**src/logic/phy_port_select_regs.vh**
```
`ifndef PHY_PORT_SELECT_REGS_VH
`define PHY_PORT_SELECT_REGS_VH

// ----------------------------------------
// Register offsets (byte addresses)
// ----------------------------------------
`define HWCFG_OFFSET        12'h074
`define IRQ_STATUS_OFFSET   12'h078
`define IRQ_ENABLE_OFFSET   12'h07c
`define IRQ_CLEAR_OFFSET    12'h080

// ----------------------------------------
// Field positions
// ----------------------------------------
`define CLKSRC_HI           6
`define CLKSRC_LO           5
`define MGMT_TARGET_BIT     4
`define STRAP_BIT           3
`define EXT_ENABLE_BIT      2
`define TIMEOUT_BIT         1
`define SOFT_RESET_BIT      0

// Interrupt status bits
`define IRQ_TIMEOUT_BIT     0
`define IRQ_RESET_DONE_BIT  1

// ----------------------------------------
// Reset values and encodings
// ----------------------------------------
`define CLKSRC_RESET        2'h0
`define CLKSRC_INTERNAL     2'h0
`define CLKSRC_EXTERNAL     2'h1
`define CLKSRC_DISABLED     2'h2
`define CLKSRC_INTERNAL_ALT 2'h3

// ----------------------------------------
// Timing
// ----------------------------------------
`define CLOCK_PERIOD_NS     10
`define SOFT_RESET_TRIGGER_TIMEOUT_NS     10000
`define SOFT_RESET_TRIGGER_TIMEOUT_CYCLES (`SOFT_RESET_TRIGGER_TIMEOUT_NS / `CLOCK_PERIOD_NS)
`define SOFT_RESET_TRIGGER_PULSE_CYCLES   4
`define ACTIVITY_WINDOW     16

`endif

```
**src/logic/phy_port_select_config.v**
```verilog
// Implementation choices: the APB slave port and the register addresses.
`timescale 1ns/1ns
`default_nettype none
`include "phy_port_select_regs.vh"

module phy_port_select_config #(
    parameter TIMEOUT_CYCLES = `SOFT_RESET_TRIGGER_TIMEOUT_CYCLES
) (
    // System
    input  wire        clock,
    input  wire        rst,
    input  wire        clockEnable,
    // APB slave
    input  wire        psel,
    input  wire        penable,
    input  wire        pwrite,
    input  wire [11:0] paddr,
    input  wire [31:0] pwdata,
    output reg  [31:0] prdata,
    output reg         pready,
    output reg         pslverr,
    // Interrupt
    output reg         irq,
    // MII clocks in
    input  wire        intRxClk,
    input  wire        intTxClk,
    input  wire        extRxClk,
    input  wire        extTxClk,
    // Routed MII clock selection and port enables
    output reg  [1:0]  miiClockRoute,
    output reg         internalPhyEnable,
    output reg         outsideMiiEnable,
    // Internal management port
    input  wire        intMdioIn,
    output reg         intMdioOut,
    output reg         intMdc,
    // External management port
    input  wire        extMdioIn,
    output reg         extMdioOut,
    output reg         extMdioOe,
    output reg         extMdc,
    // Management master from the controller
    input  wire        mgmtMdc,
    input  wire        mgmtMdioOut,
    input  wire        mgmtMdioOe,
    output reg         mgmtMdioIn,
    // Soft reset outputs
    output reg         softResetPulse,
    output reg         errorClear
);
    // ----------------------------------------
    // Decode helpers
    // ----------------------------------------
    function isInternalSource;
        input [1:0] sel;
        begin
            isInternalSource = (sel == `CLKSRC_INTERNAL) || (sel == `CLKSRC_INTERNAL_ALT);
        end
    endfunction

    function [1:0] routeCode;
        input [1:0] sel;
        begin
            if (isInternalSource(sel)) begin
                routeCode = `CLKSRC_INTERNAL;
            end else begin
                routeCode = sel;
            end
        end
    endfunction

    // ----------------------------------------
    // State
    // ----------------------------------------
    localparam IDLE    = 2'h0;
    localparam PULSE   = 2'h1;
    localparam WAITCLK = 2'h2;

    reg  [1:0]  mii_clock_source_sel;
    reg         mgmt_port_target_sel;
    reg         outside_phy_strap_flag;
    reg         outside_mii_port_enable;
    reg         soft_reset_timeout_flag;
    reg         soft_reset_trigger;
    reg  [1:0]  resetState;
    reg  [31:0] waitCount;
    reg  [2:0]  pulseCount;
    reg  [1:0]  irqStatus;
    reg  [1:0]  irqEnable;
    reg  [2:0]  strapSync;
    reg  [2:0]  strapFill;
    reg         strapTaken;

    wire        intRxRunning;
    wire        intTxRunning;
    wire        phyClocksRunning = intRxRunning & intTxRunning;

    wire        access   = psel & penable & ~pready;
    wire        wrAccess = access & pwrite;
    wire        hitCfg   = paddr == `HWCFG_OFFSET;
    wire        hitStat  = paddr == `IRQ_STATUS_OFFSET;
    wire        hitEn    = paddr == `IRQ_ENABLE_OFFSET;
    wire        hitClr   = paddr == `IRQ_CLEAR_OFFSET;
    wire        mapped   = hitCfg | hitStat | hitEn | hitClr;
    wire        cfgWrite = wrAccess & hitCfg & (resetState == IDLE);
    wire        srstReq  = cfgWrite & pwdata[`SOFT_RESET_BIT];

    reg         timeoutEvent;
    reg         doneEvent;

    clock_activity_monitor monRx (
        .clock        (clock),
        .rst          (rst),
        .clockEnable  (clockEnable),
        .watchedClock (intRxClk),
        .running      (intRxRunning)
    );

    clock_activity_monitor monTx (
        .clock        (clock),
        .rst          (rst),
        .clockEnable  (clockEnable),
        .watchedClock (intTxClk),
        .running      (intTxRunning)
    );

    // ----------------------------------------
    // Strap capture after reset release
    // ----------------------------------------
    always @(posedge clock or posedge rst) begin
        if (rst) begin
            strapSync              <= 3'h0;
            strapFill              <= 3'h0;
            strapTaken             <= 1'b0;
            outside_phy_strap_flag <= 1'b0;
        end else if (clockEnable) begin
            strapSync <= {strapSync[1:0], extMdioIn};
            strapFill <= {strapFill[1:0], 1'b1};
            // Chain must hold pin samples, not reset zeros; feeds nothing else
            if (!strapTaken && strapFill[2] && strapSync[2] == strapSync[1]) begin
                outside_phy_strap_flag <= strapSync[2];
                strapTaken             <= 1'b1;
            end
        end
    end

    // ----------------------------------------
    // Configuration and soft reset sequencer
    // ----------------------------------------
    always @(posedge clock or posedge rst) begin
        if (rst) begin
            mii_clock_source_sel    <= `CLKSRC_RESET;
            mgmt_port_target_sel    <= 1'b0;
            outside_mii_port_enable <= 1'b0;
            soft_reset_timeout_flag <= 1'b0;
            soft_reset_trigger      <= 1'b0;
            resetState              <= IDLE;
            waitCount               <= 32'h0;
            pulseCount              <= 3'h0;
            softResetPulse          <= 1'b0;
            errorClear              <= 1'b0;
            timeoutEvent            <= 1'b0;
            doneEvent               <= 1'b0;
        end else if (clockEnable) begin
            timeoutEvent <= 1'b0;
            doneEvent    <= 1'b0;
            errorClear   <= 1'b0;
            if (cfgWrite) begin
                mii_clock_source_sel    <= pwdata[`CLKSRC_HI:`CLKSRC_LO];
                mgmt_port_target_sel    <= pwdata[`MGMT_TARGET_BIT];
                outside_mii_port_enable <= pwdata[`EXT_ENABLE_BIT];
            end
            case (resetState)
                IDLE: begin
                    if (srstReq) begin
                        soft_reset_trigger      <= 1'b1;
                        soft_reset_timeout_flag <= 1'b0;
                        waitCount               <= 32'h0;
                        resetState              <= WAITCLK;
                    end
                end
                WAITCLK: begin
                    if (phyClocksRunning) begin
                        softResetPulse <= 1'b1;
                        errorClear     <= 1'b1;
                        pulseCount     <= 3'h0;
                        resetState     <= PULSE;
                    end else if (waitCount >= TIMEOUT_CYCLES - 1) begin
                        // Abandon; clock source, management target and port enable fields are left untouched
                        soft_reset_timeout_flag <= 1'b1;
                        soft_reset_trigger      <= 1'b0;
                        timeoutEvent            <= 1'b1;
                        resetState              <= IDLE;
                    end else begin
                        waitCount <= waitCount + 32'h1;
                    end
                end
                PULSE: begin
                    if (pulseCount == `SOFT_RESET_TRIGGER_PULSE_CYCLES - 1) begin
                        softResetPulse          <= 1'b0;
                        soft_reset_trigger      <= 1'b0;
                        mii_clock_source_sel    <= `CLKSRC_RESET;
                        mgmt_port_target_sel    <= 1'b0;
                        outside_mii_port_enable <= 1'b0;
                        doneEvent               <= 1'b1;
                        resetState              <= IDLE;
                    end else begin
                        pulseCount <= pulseCount + 3'h1;
                    end
                end
                default: begin
                    resetState <= IDLE;
                end
            endcase
        end
    end

    // ----------------------------------------
    // Interrupts; set wins over clear
    // ----------------------------------------
    always @(posedge clock or posedge rst) begin
        if (rst) begin
            irqStatus <= 2'h0;
            irqEnable <= 2'h0;
            irq       <= 1'b0;
        end else if (clockEnable) begin
            if (wrAccess && hitEn) begin
                irqEnable <= pwdata[1:0];
            end
            irqStatus <= (irqStatus & ~((wrAccess && hitClr) ? pwdata[1:0] : 2'h0))
                         | {doneEvent, timeoutEvent};
            irq       <= |(irqStatus & irqEnable);
        end
    end

    // ----------------------------------------
    // APB slave: one wait state, then ready
    // ----------------------------------------
    always @(posedge clock or posedge rst) begin
        if (rst) begin
            prdata  <= 32'h0;
            pready  <= 1'b0;
            pslverr <= 1'b0;
        end else if (clockEnable) begin
            pready  <= access;
            pslverr <= access & ~mapped;
            prdata  <= 32'h0;
            if (access && !pwrite) begin
                if (hitCfg) begin
                    prdata <= {25'h0, mii_clock_source_sel, mgmt_port_target_sel, outside_phy_strap_flag,
                               outside_mii_port_enable, soft_reset_timeout_flag, soft_reset_trigger};
                end else if (hitStat) begin
                    prdata <= {30'h0, irqStatus};
                end else if (hitEn) begin
                    prdata <= {30'h0, irqEnable};
                end
            end
        end
    end

    // ----------------------------------------
    // Routing outputs
    // ----------------------------------------
    always @(posedge clock or posedge rst) begin
        if (rst) begin
            miiClockRoute     <= `CLKSRC_INTERNAL;
            internalPhyEnable <= 1'b1;
            outsideMiiEnable  <= 1'b0;
            intMdioOut        <= 1'b0;
            intMdc            <= 1'b0;
            extMdioOut        <= 1'b0;
            extMdioOe         <= 1'b0;
            extMdc            <= 1'b0;
            mgmtMdioIn        <= 1'b0;
        end else if (clockEnable) begin
            // Clock route from the clock field only
            miiClockRoute     <= routeCode(mii_clock_source_sel);
            internalPhyEnable <= ~outside_mii_port_enable;
            outsideMiiEnable  <= outside_mii_port_enable;
            if (mgmt_port_target_sel) begin
                intMdioOut <= 1'b0;
                intMdc     <= 1'b0;
                extMdioOut <= mgmtMdioOut;
                extMdioOe  <= mgmtMdioOe;
                extMdc     <= mgmtMdc;
                mgmtMdioIn <= extMdioIn;
            end else begin
                intMdioOut <= mgmtMdioOut & mgmtMdioOe;
                intMdc     <= mgmtMdc;
                extMdioOut <= 1'b0;
                extMdioOe  <= 1'b0;
                extMdc     <= 1'b0;
                mgmtMdioIn <= intMdioIn;
            end
        end
    end

    // External receive and transmit clocks are routed outside this block
    wire unusedExt = extRxClk ^ extTxClk;
endmodule
`default_nettype wire

```
**src/logic/clock_activity_monitor.v**
```verilog
`timescale 1ns/1ns
`default_nettype none
`include "phy_port_select_regs.vh"

// Watches a foreign clock through three flops and reports it running
// while a change has been seen within the last window of cycles.
module clock_activity_monitor #(
    parameter WINDOW = `ACTIVITY_WINDOW
) (
    // System
    input  wire       clock,
    input  wire       rst,
    input  wire       clockEnable,
    // Watched clock and result
    input  wire       watchedClock,
    output reg        running
);
    reg  [2:0]  syncStage;
    reg  [7:0]  idleCount;
    wire        toggled = syncStage[2] ^ syncStage[1];

    always @(posedge clock or posedge rst) begin
        if (rst) begin
            syncStage <= 3'h0;
            idleCount <= 8'h00;
            running   <= 1'b0;
        end else if (clockEnable) begin
            syncStage <= {syncStage[1:0], watchedClock};
            if (toggled) begin
                idleCount <= 8'h00;
                running   <= 1'b1;
            end else if (idleCount >= WINDOW[7:0] - 8'h01) begin
                // Too slow to see as running; a safe underestimate
                running   <= 1'b0;
            end else begin
                idleCount <= idleCount + 8'h01;
            end
        end
    end
endmodule
`default_nettype wire

```
**config.mk**
```make
export PLATFORM = sky130hd
export DESIGN_NAME = phy_port_select_config
export DESIGN_NICKNAME = d
export VERILOG_FILES = /design/src/logic/phy_port_select_config.v /design/src/logic/clock_activity_monitor.v
export VERILOG_INCLUDE_DIRS = /design/src /design/src/logic
export SDC_FILE = /design/constraint.sdc
export NUM_CORES = 1
export LEC_CHECK = 0
export BUFFER_PORTS_ARGS = -buffer_cell sky130_fd_sc_hd__buf_2
export CAP_MARGIN = 30
export CORE_AREA = 8 8 109 111
export DETAILED_ROUTE_END_ITERATION = 6
export DIE_AREA = 0 0 117 119
export HOLD_SLACK_MARGIN = 0.08
export PLACE_DENSITY = 0.79
export SLEW_MARGIN = 25
export SYNTH_ARGS = -nofsm -noshare
export SYNTH_HDL_FRONTEND = slang
export SYNTH_SLANG_ARGS = --single-unit
```
**constraint.sdc**
```tcl
create_clock -name clock -period 3.15 [get_ports clock]
set_input_delay 0.315 -clock clock [delete_from_list [all_inputs] [get_ports clock]]
set_output_delay 0.315 -clock clock [all_outputs]
set_load 0.05 [all_outputs]
```
==> results.sh, run 1 <==
export IMPL_status="finished, final reports clean"
export IMPL_synth_cell_types=65
export IMPL_clock_sinks=103
export IMPL_num_nets_final=560
export IMPL_track_usage_pct=14.51
export IMPL_overflow=0
export IMPL_rows=37
export IMPL_ctsRootBufferMaster="clkbuf_8"
export IMPL_dieArea_sq_um=13920
export IMPL_syn_inst=439
export IMPL_setup_viol_count_final=0
export IMPL_ys_warnings_count=0
export IMPL_rsz0062_at_grt="no"
export IMPL_min_path_type="in2async"
export IMPL_vias=3449
export IMPL_final_min_clock_period_ns=2.357
export IMPL_yosysTopAreaCellShare_pct=52.29
export IMPL_ir_drop_mv=0.2387
export IMPL_synth_edff_count=0
export IMPL_ys_seq_elements=103
export IMPL_first_pass_iters=5
export IMPL_synth_top_cell_by_area="dfrtp_1"
export IMPL_period_share_pct=74.83
export IMPL_synth_main_ff_cell="dfrtp_1"
export IMPL_cts_tree="yes"
export IMPL_ant_nets=0
export IMPL_syn_area_sq_um=4881
export IMPL_grt_pass1_vias=3507
export IMPL_drive_above_1_share_pct=24.19
export IMPL_clock_path_buffers=2
export IMPL_regToRegEndpoint="waitCount[5]"
export IMPL_n_fill_cell=861
export IMPL_cts_resized=0
export IMPL_fmax_mhz=424.2
export IMPL_worstSetupEndpointType="flip-flop"
export IMPL_crit_arrival_ns=2.65
export IMPL_io_buffer_count=52
export IMPL_grt_start_max_net_pins=67
export IMPL_gp_congestion=0.8848
export IMPL_initial_utilization_pct=48.36
export IMPL_finClkSkew_ns=0.01401
export IMPL_start_kind="flip-flop"
export IMPL_cp_required_ns=3.45
export IMPL_clock_latency_ns=0.36
export IMPL_diodes=0
export IMPL_cts_setup_buffers=0
export IMPL_dp_hpwl_um=7099
export IMPL_cts_buffers=9
export IMPL_r2r_start="resetState[0]"
export IMPL_tightest_slew_ns=0.7813
export IMPL_report_final_slew_viol_count=0
export IMPL_ff2ff_setup_slack_ns=0.79
export IMPL_die_w_um=117
export IMPL_ctsHoldBuffers=0
export IMPL_htreeDepth=3
export IMPL_path_max_fanout=12
export IMPL_grt_antenna_before_repair=0
export IMPL_p_leak_nw=2.557
export IMPL_core_sq_um=10090
export IMPL_viasPerCell=5.457
export IMPL_hold_viol=0
export IMPL_routed_wl_um=9761
export IMPL_utilization_pct=53.31
export IMPL_drt_wirelength_per_cell_um=15.44
export IMPL_die_y_um=119
export IMPL_cap_violations=0
export IMPL_async_reset_ff_share_pct=100.0
export IMPL_tns_ns=0
export IMPL_fin_hold_ws_ns=0.1075
export IMPL_relSlewSlack_pct=47.91
export IMPL_clk_pin_slew_ns=0.10
export IMPL_drt_iter0_markers=192
export IMPL_power_density_nw_per_um2=586.1
export IMPL_ff2ff_path_depth=7
export IMPL_yosys_cell_count_top_type="dfrtp_1"
export IMPL_yosysSeqAreaShare_pct=52.83
export IMPL_syn_to_final_growth_pct=10.23
export IMPL_grt_pass1_wl_um=16450
export IMPL_path_class="reg2reg"
export IMPL_ys_top_cells_by_area="dfrtp_1, buf_4, mux2_2"
export IMPL_drc=0
export IMPL_pin_count=106
export IMPL_syn_avg_cell_area_sq_um=11.12
export IMPL_synthTopCellsByCount="dfrtp_1, and2_1, nand2_1, buf_4, inv_1"
[worst max-delay path, stage by stage (launching register included)]
cell and delay, ns:
dfrtp_1 0.41, inv_1 0.12, ha_1 0.40, a21boi_2 0.32, nand3_1 0.12, or3_1 0.38
or4_1 0.41, a21oi_1 0.15
[area by class of cell]
cell class | count | area, sq um | area share (%)
sequential | 103 | 2579 | 47.93
multi-input combinational | 302 | 2076 | 38.58
timing repair buffer | 55 | 295.3 | 5.488
tap | 136 | 170.2 | 3.163
clock buffer | 9 | 123.9 | 2.302
inverter | 21 | 81.33 | 1.512
clock inverter | 6 | 55.05 | 1.023
[worst max path at each step]
| stage | from | to | cells past startpoint |
|---|---|---|---|
| final | resetState[0] | waitCount[5] | 7 |
| after global routing | resetState[0] | waitCount[17] | 6 |
| after CTS | resetState[0] | waitCount[5] | 7 |
| after detailed placement | resetState[0] | waitCount[5] | 7 |
| after global placement | resetState[0] | waitCount[5] | 7 |
| after floorplan | rst | doneEvent | 1 |
[cell usage in the layout (no fill, tap or decap), types with 6 or more instances in the layout]
cell type  synthesis  routed
and2_1            29      29
dfrtp_1          102     102
ha_1               9       9
nand4_1            8       8
nor3_1             9       9
mux2_2            17      17
o21ai_0           17      17
a21oi_1           17      17
conb_1             1      25
nor2_1            19      19
nand3_1           16      16
inv_1             20      19
or4_1              6       6
clkbuf_8           0       9
nand2_1           28      28
buf_2              1      52
a22o_1            15      15
[where the power goes]
group / internal, mW / switching, mW
clock network: 0.299 / 0.473
logic: 0.282 / 0.516
registers: 1.46 / 0.125
total: 2.04 / 1.11
[sequential cells by signal, summed over array words and instances (netlist names), 2 cells and up]
register / flops
strapFill: 3
monTx.idleCount: 8
resetState: 2
monRx.syncStage: 3
mii_clock_source_sel: 2
monRx.idleCount: 8
pulseCount: 3
irqEnable: 2
irqStatus: 2
waitCount: 32
miiClockRoute: 2
prdata: 7
strapSync: 3
monTx.syncStage: 3
[kinds of logic after synthesis]
kind of cell	after synthesis	synth area share, %
mux	22	4.947
simple gates	155	19.56
other cells	1	0.07683
compound gates	87	13.07
fa+ha+maj	9	2.307
xor+xnor	4	0.7177
buf+inv	58	6.485
flops	103	52.83
[layer usage]
layer,vias up,GRT usage [%],part of all wire [%],routed length [um]
met4,0,5.284,1.7,166
met1,1681,19.25,46,4446
li1,1630,-,-,-
met5,-,0,0,0
met2,123,22.42,44,4278
met3,15,3.588,8.9,869
[per-stage QoR]
step | cells | setup slack, ns | total power, mW | area, sq um
floorplan | 463 | 0.1328 | 2.233 | 4971
finish | 632 | 0.7927 | 3.153 | 5380
global placement | 617 | 0.8965 | 2.351 | 5201
CTS | 632 | 0.7855 | 3.171 | 5380
global route | 632 | 0.6333 | 3.340 | 5380
detailed placement | 617 | 0.8221 | 2.399 | 5201
Note: power is estimated with default switching activity, not from simulation.
==> run 2, diff against run 1 <==
- ABC_AREA: default -> 1
- CORE_AREA: 8 8 109 111 -> 8 8 110 112
- DIE_AREA: 0 0 117 119 -> 0 0 118 120
- clock period: 3.15 -> 1.9 ns (I/O delays scaled with it)
==> run 2 against run 1 <==
Against the previous run: flip-flop and latch count stayed put; synthesized area is 1.9% higher; register-to-register slack worse by 0.72 ns; largest cell class unchanged; combinational power is 120% higher; synthesized cell count is 37% higher; maximum frequency is 29% higher; non-clock buffer count is 22 higher; hold slack worse by 0.023 ns; worst setup slack worse by 0.72 ns; sequential share of layout area is 3.1 points lower; cell count is 30% higher.
==> results.sh, run 2 <==
export IMPL_drt_wirelength_per_cell_um=13.19
export IMPL_cpPeakStageDelay_ns=0.41
export IMPL_finClkSkew_ns=0.008619
export IMPL_die_w_um=118
export IMPL_rows=38
export IMPL_p_leak_nw=3.127
export IMPL_fmax_mhz=547.3
export IMPL_syn_inst=602
export IMPL_overflow=0
export IMPL_reg_largest_list="waitCount (32), monRx.idleCount (8), monTx.idleCount (8)"
export IMPL_drive_above_1_share_pct=16.05
export IMPL_path_max_fanout=10
export IMPL_cts_buffers=9
export IMPL_grt_pass1_vias=4097
export IMPL_multi_input_area_sq_um=1899
export IMPL_period_share_pct=96.17
export IMPL_track_usage_pct=15.10
export IMPL_crit_buf_inv=1
export IMPL_pin_count=106
export IMPL_final_min_clock_period_ns=1.827
export IMPL_die_y_um=120
export IMPL_ctsRootBufferMaster="clkbuf_8"
export IMPL_syn_to_final_growth_pct=15.59
export IMPL_regArea_sq_um=2579
export IMPL_initial_utilization_pct=47.36
export IMPL_cap_violations=0
export IMPL_synth_edff_count=0
export IMPL_dieArea_sq_um=14160
export IMPL_design_area_sq_um=5752
export IMPL_yosysTopAreaCellShare_pct=51.29
export IMPL_synthTopCellsByCount="nand2_1, dfrtp_1, inv_1, nor2_1, o21ai_0"
export IMPL_dp_hpwl_um=7596
export IMPL_diodes=0
export IMPL_synth_top_cell_by_area="dfrtp_1"
export IMPL_ant_nets=0
export IMPL_report_final_slew_viol_count=0
export IMPL_final_common_cell="nand2_1"
export IMPL_slowest_stage="dfrtp_1"
export IMPL_drt_iter0_markers=253
export IMPL_grt_pass1_wl_um=18140
export IMPL_synth_main_ff_cell="dfrtp_1"
export IMPL_worstSetupEndpointType="flip-flop"
export IMPL_yosys_cell_count_top_type="nand2_1"
export IMPL_hold_viol=0
export IMPL_start_kind="flip-flop"
export IMPL_setup_viol_count_final=0
export IMPL_ys_seq_elements=103
export IMPL_async_reset_ff_share_pct=100.0
export IMPL_total_power_mw=5.878
export IMPL_tightest_slew_ns=0.5363
export IMPL_final_cell_mix="nand2_1, dfrtp_1, inv_1"
export IMPL_num_nets_final=742
export IMPL_ir_drop_mv=0.5855
export IMPL_synth_cell_types=38
export IMPL_cts_tree="yes"
export IMPL_syn_avg_cell_area_sq_um=8.266
export IMPL_grt_start_max_net_pins=38
export IMPL_ys_warnings_count=0
export IMPL_dpl_cell_area_sq_um=5408
export IMPL_fin_hold_ws_ns=0.08502
export IMPL_syn_area_sq_um=4976
export IMPL_power_density_nw_per_um2=1022
export IMPL_path_common_cell="nand2_1"
export IMPL_drc=0
export IMPL_cp_top_family="simple AND/OR/NAND/NOR gates"
export IMPL_ff2ff_setup_slack_ns=0.07
export IMPL_crit_arrival_ns=2.09
export IMPL_clock_sinks=103
export IMPL_routed_wl_um=10800
export IMPL_largest_register="waitCount"
export IMPL_ys_top_cells_by_area="dfrtp_1, nand2_1, inv_1"
export IMPL_largest_reg_flops=32
export IMPL_io_buffer_count=52
export IMPL_clock_latency_ns=0.37
export IMPL_path_class="reg2reg"
export IMPL_clk_pin_slew_ns=0.10
export IMPL_viasPerCell=4.918
export IMPL_grt_antenna_before_repair=0
export IMPL_min_path_type="in2reg"
export IMPL_first_pass_iters=6
export IMPL_cp_cell_sequence="ha_1, nand2_1, nand2_1, nand2_1, nor2_1, nor2_1, nand3_2, nand2_2, buf_6, nand2_1, nand2_1, o21ai_0"
export IMPL_core_sq_um=10510
export IMPL_gp_congestion=0.8541
export IMPL_vias=4028
export IMPL_status="finished, final reports clean"
export IMPL_n_fill_cell=904
export IMPL_yosysSeqAreaShare_pct=51.82
export IMPL_utilization_pct=54.74
export IMPL_relSlewSlack_pct=64.17
export IMPL_cp_required_ns=2.16
export IMPL_htreeDepth=3
export IMPL_clock_path_buffers=2
## run 2: changes by cell type in the layout (fill, tap and decap cells not counted), moves of 17 or more
cell / delta
and2_1: -28
inv_1: +67
mux2_2: -17
nand2_1: +137
nor2_1: +38
o21ai_0: +20
## run 2: worst paths after layout
check,depth (start not counted),to,from
worst min-delay path,3,extMdioOe,mgmtMdioOe
max in group asynchronous,5,resetState[1],rst
worst max register to register,12,waitCount[1],waitCount[0]
worst min register to register,1,miiClockRoute[1],mii_clock_source_sel[0]
min in group asynchronous,3,monRx.idleCount[0],rst
worst max-delay path,12,waitCount[1],waitCount[0]
## run 2: tightest hold or removal path, stage by stage
cell and delay, ns:
buf_2 0.09, nand3_1 0.09, nand2_1 0.06
## run 2: final cells by class
cell class                 instances  area share, %
clock buffer                      10          2.393
sequential                       103          44.83
inverter                          91          6.004
clock inverter                     6          1.610
tap                              140          3.045
timing repair buffer              77          9.093
multi-input combinational        392          33.02
## run 2: kinds of logic after synthesis
family                   synth area share [%]
other                                 0.07536
XOR/XNOR                                1.232
buffers and inverters                   12.25
AO/OA/AOI/OAI                           7.393
AND/OR/NAND/NOR                         24.97
flip-flops                              51.82
adder cells (fa/ha/maj)                 2.263
## run 2: power by group
group	switching, mW	leakage [nW]	internal [mW]
combinational	1.17	1.66	0.552
sequential	0.158	1.35	2.43
clock	0.780	0.114	0.787
total	2.10	3.13	3.77
## run 2: metrics by stage
stage	instances	setup WS [ns]	TNS, ns
after detailed placement	794	0.05677	0
after global placement	794	0.1315	0
after global routing	819	-0.09453	-0.3635
after CTS	816	0.01363	0
final	819	0.07280	0
after floorplan	626	0.07181	0
## run 2: repair_timing
action                                  in CTS  in global routing
gates resized for setup                      0                  7
endpoints found under the setup margin       0                 37
endpoints found under the hold margin       27                  1
hold buffers                                 6                  1
setup buffers                                0                  2
## run 2: per-layer routing
metal,wire [um],part of all wire [%],GRT usage (%)
met1,4469,41,17.00
met2,5333,49,26.47
met5,0,0,0
met3,784,7.3,4.368
met4,215,2.0,6.245
==> run 3, diff against run 2 <==
==> constraint.sdc (replaced) <==
create_clock -name clock -period 1.9 [get_ports clock]
set_input_delay 0.285 -clock clock [delete_from_list [all_inputs] [get_ports clock]]
set_output_delay 0.285 -clock clock [all_outputs]
set_load 0.05 [all_outputs]
==> run 3 against run 2 <==
Against the previous run: final area shrank 1.4%; routed wire length shrank 3.9%; die area is the same; largest cell class unchanged; largest power group unchanged; highest routed layer unchanged.
==> results.sh, run 3 (synthesized netlist as in run 2, its figures left out) <==
export IMPL_pre_cts_ws_ns=-0.003063
export IMPL_grt_pass1_wl_um=17870
export IMPL_ant_nets=0
export IMPL_viasPerCell=4.877
export IMPL_p_leak_nw=3.074
export IMPL_drc=0
export IMPL_diodes=0
export IMPL_vias=3965
export IMPL_drt_wirelength_per_cell_um=12.77
export IMPL_final_common_cell="nand2_1"
export IMPL_die_y_um=120
export IMPL_fin_ws_ns=0.08838
export IMPL_min_path_type="in2reg"
export IMPL_cts_buffers=9
export IMPL_cap_violations=0
export IMPL_crit_arrival_ns=2.07
export IMPL_dieArea_sq_um=14160
export IMPL_status="finished, final reports clean"
export IMPL_track_usage_pct=14.97
export IMPL_ctsRootBufferMaster="clkbuf_8"
export IMPL_grt_pass1_vias=3930
export IMPL_design_area_sq_um=5672
export IMPL_path_class="reg2reg"
export IMPL_path_max_fanout=9
export IMPL_period_share_pct=95.35
export IMPL_power_density_nw_per_um2=1008
export IMPL_switchingPower_mw=2.099
export IMPL_start_kind="flip-flop"
export IMPL_clkPwrFrac_pct=24.4
export IMPL_setup_viol_count_final=0
export IMPL_drt_iter0_markers=294
export IMPL_ir_drop_mv=0.4667
export IMPL_report_final_slew_viol_count=0
export IMPL_final_cell_mix="nand2_1, dfrtp_1, inv_1"
export IMPL_fin_hold_ws_ns=0.1243
export IMPL_overflow=0
export IMPL_pwr_share_comb_pct=30.4
export IMPL_io_buffer_count=52
export IMPL_largest_register="waitCount"
export IMPL_worstSetupEndpointType="flip-flop"
export IMPL_htreeDepth=3
export IMPL_tns_ns=0
export IMPL_first_pass_iters=4
export IMPL_cp_cell_sequence="inv_1, ha_1, nand2_2, nor2_4, nand4_4, a21oi_4, nand3_4, nand2_1, inv_1"
export IMPL_grt_antenna_before_repair=0
export IMPL_drive_above_1_share_pct=16.49
export IMPL_multi_input_area_sq_um=1942
export IMPL_clk_pin_slew_ns=0.10
export IMPL_internal_power_mw=3.620
export IMPL_syn_to_final_growth_pct=13.98
export IMPL_path_common_cell="inv_1"
export IMPL_rows=38
export IMPL_hold_viol=0
export IMPL_die_w_um=118
export IMPL_power_share_sequential_pct=45.2
export IMPL_cp_required_ns=2.16
export IMPL_grt_start_max_net_pins=48
export IMPL_cpPeakStageDelay_ns=0.41
export IMPL_utilization_pct=53.98
export IMPL_cts_tree="yes"
export IMPL_reg_largest_list="waitCount (32), monRx.idleCount (8), monTx.idleCount (8)"
export IMPL_pin_count=106
export IMPL_largest_reg_flops=32
export IMPL_clock_sinks=103
export IMPL_routed_wl_um=10380
export IMPL_dp_hpwl_um=7461
export IMPL_slowest_stage="dfrtp_1"
export IMPL_sw_frac_of_total_pct=36.70
export IMPL_initial_utilization_pct=47.36
export IMPL_clock_path_buffers=2
export IMPL_final_min_clock_period_ns=1.812
export IMPL_num_nets_final=737
export IMPL_finClkSkew_ns=0.01091
export IMPL_core_sq_um=10510
export IMPL_dpl_cell_area_sq_um=5390
export IMPL_regArea_sq_um=2579
export IMPL_n_fill_cell=942
export IMPL_fmax_mhz=552.0
export IMPL_gp_congestion=0.8539
export IMPL_clock_latency_ns=0.36
-- run 3: changes by cell type in the layout (fill, tap and decap cells not counted), moves of 2 or more --
cell	before	now
dlygate4sd3_1	7	1
buf_12	4	2
nand3_4	1	3
nor2_1	57	55
nor2_2	0	2
-- run 3: final cells by class --
class,instances,area share [%]
multi-input cells,394,34.24
well taps,140,3.088
clock buffers,11,2.493
inverters,91,6.089
clock inverters,4,0.9707
repair buffers,70,7.655
flip-flops and latches,103,45.47
-- run 3: per-layer routing --
layer	part of all wire, %	wire (um)	up-vias	GRT usage, %
met1	43	4478	1868	18.35
met4	1.5	160	0	5.685
li1	-	-	1957	-
met2	48	5000	121	24.76
met3	7.1	739	19	4.227
met5	0	0	-	0
-- run 3: worst paths after layout --
kind                                     from                 end  slack [ns]  depth (start not counted)
min in group asynchronous                 rst  monTx.idleCount[4]        0.43                          3
worst min register to register  waitCount[29]       waitCount[29]        0.47                          2
worst max register to register  resetState[0]       waitCount[25]        0.09                          9
max in group asynchronous                 rst           extMdioOe        0.78                          4
worst min-delay path                 intTxClk  monTx.syncStage[0]        0.12                          3
worst max-delay path            resetState[0]       waitCount[25]        0.09                          9
-- run 3: what timing repair did --
item / CTS / global route
hold buffers: 1 / 0
buffers inserted: 0 / 0
pin swaps: 0 / 1
endpoints found under the hold margin: 10 / 0
resized for setup: 1 / 13
cloned: 0 / 2
setup endpoints to repair: 17 / 36
-- run 3: through the flow --
step | power (mW) | std cells
2_1_floorplan | 3.816 | 626
3_3_place_gp | 4.133 | 795
3_5_place_dp | 4.213 | 795
4_1_cts | 5.622 | 811
5_1_grt | 6.050 | 813
6_report | 5.719 | 813
-- run 3: power groups by stage --
stage	Combinational (mW)	Clock, mW	Sequential, mW
5_1_grt	1.92	1.50	2.62
3_5_place_dp	1.59	0	2.63
3_3_place_gp	1.52	0	2.61
6_report	1.74	1.39	2.59
2_1_floorplan	1.04	0	2.77
4_1_cts	1.61	1.42	2.59
-- run 3: critical path: cells and delay by family (launching register included) --
| family | cells | cell delay (ns) |
|---|---|---|
| AOI/OAI and AO/OA | 1 | 0.33 |
| adders and majority gates | 1 | 0.19 |
| buffers and inverters | 2 | 0.14 |
| DFF | 1 | 0.41 |
| and+or+nand+nor | 5 | 0.65 |
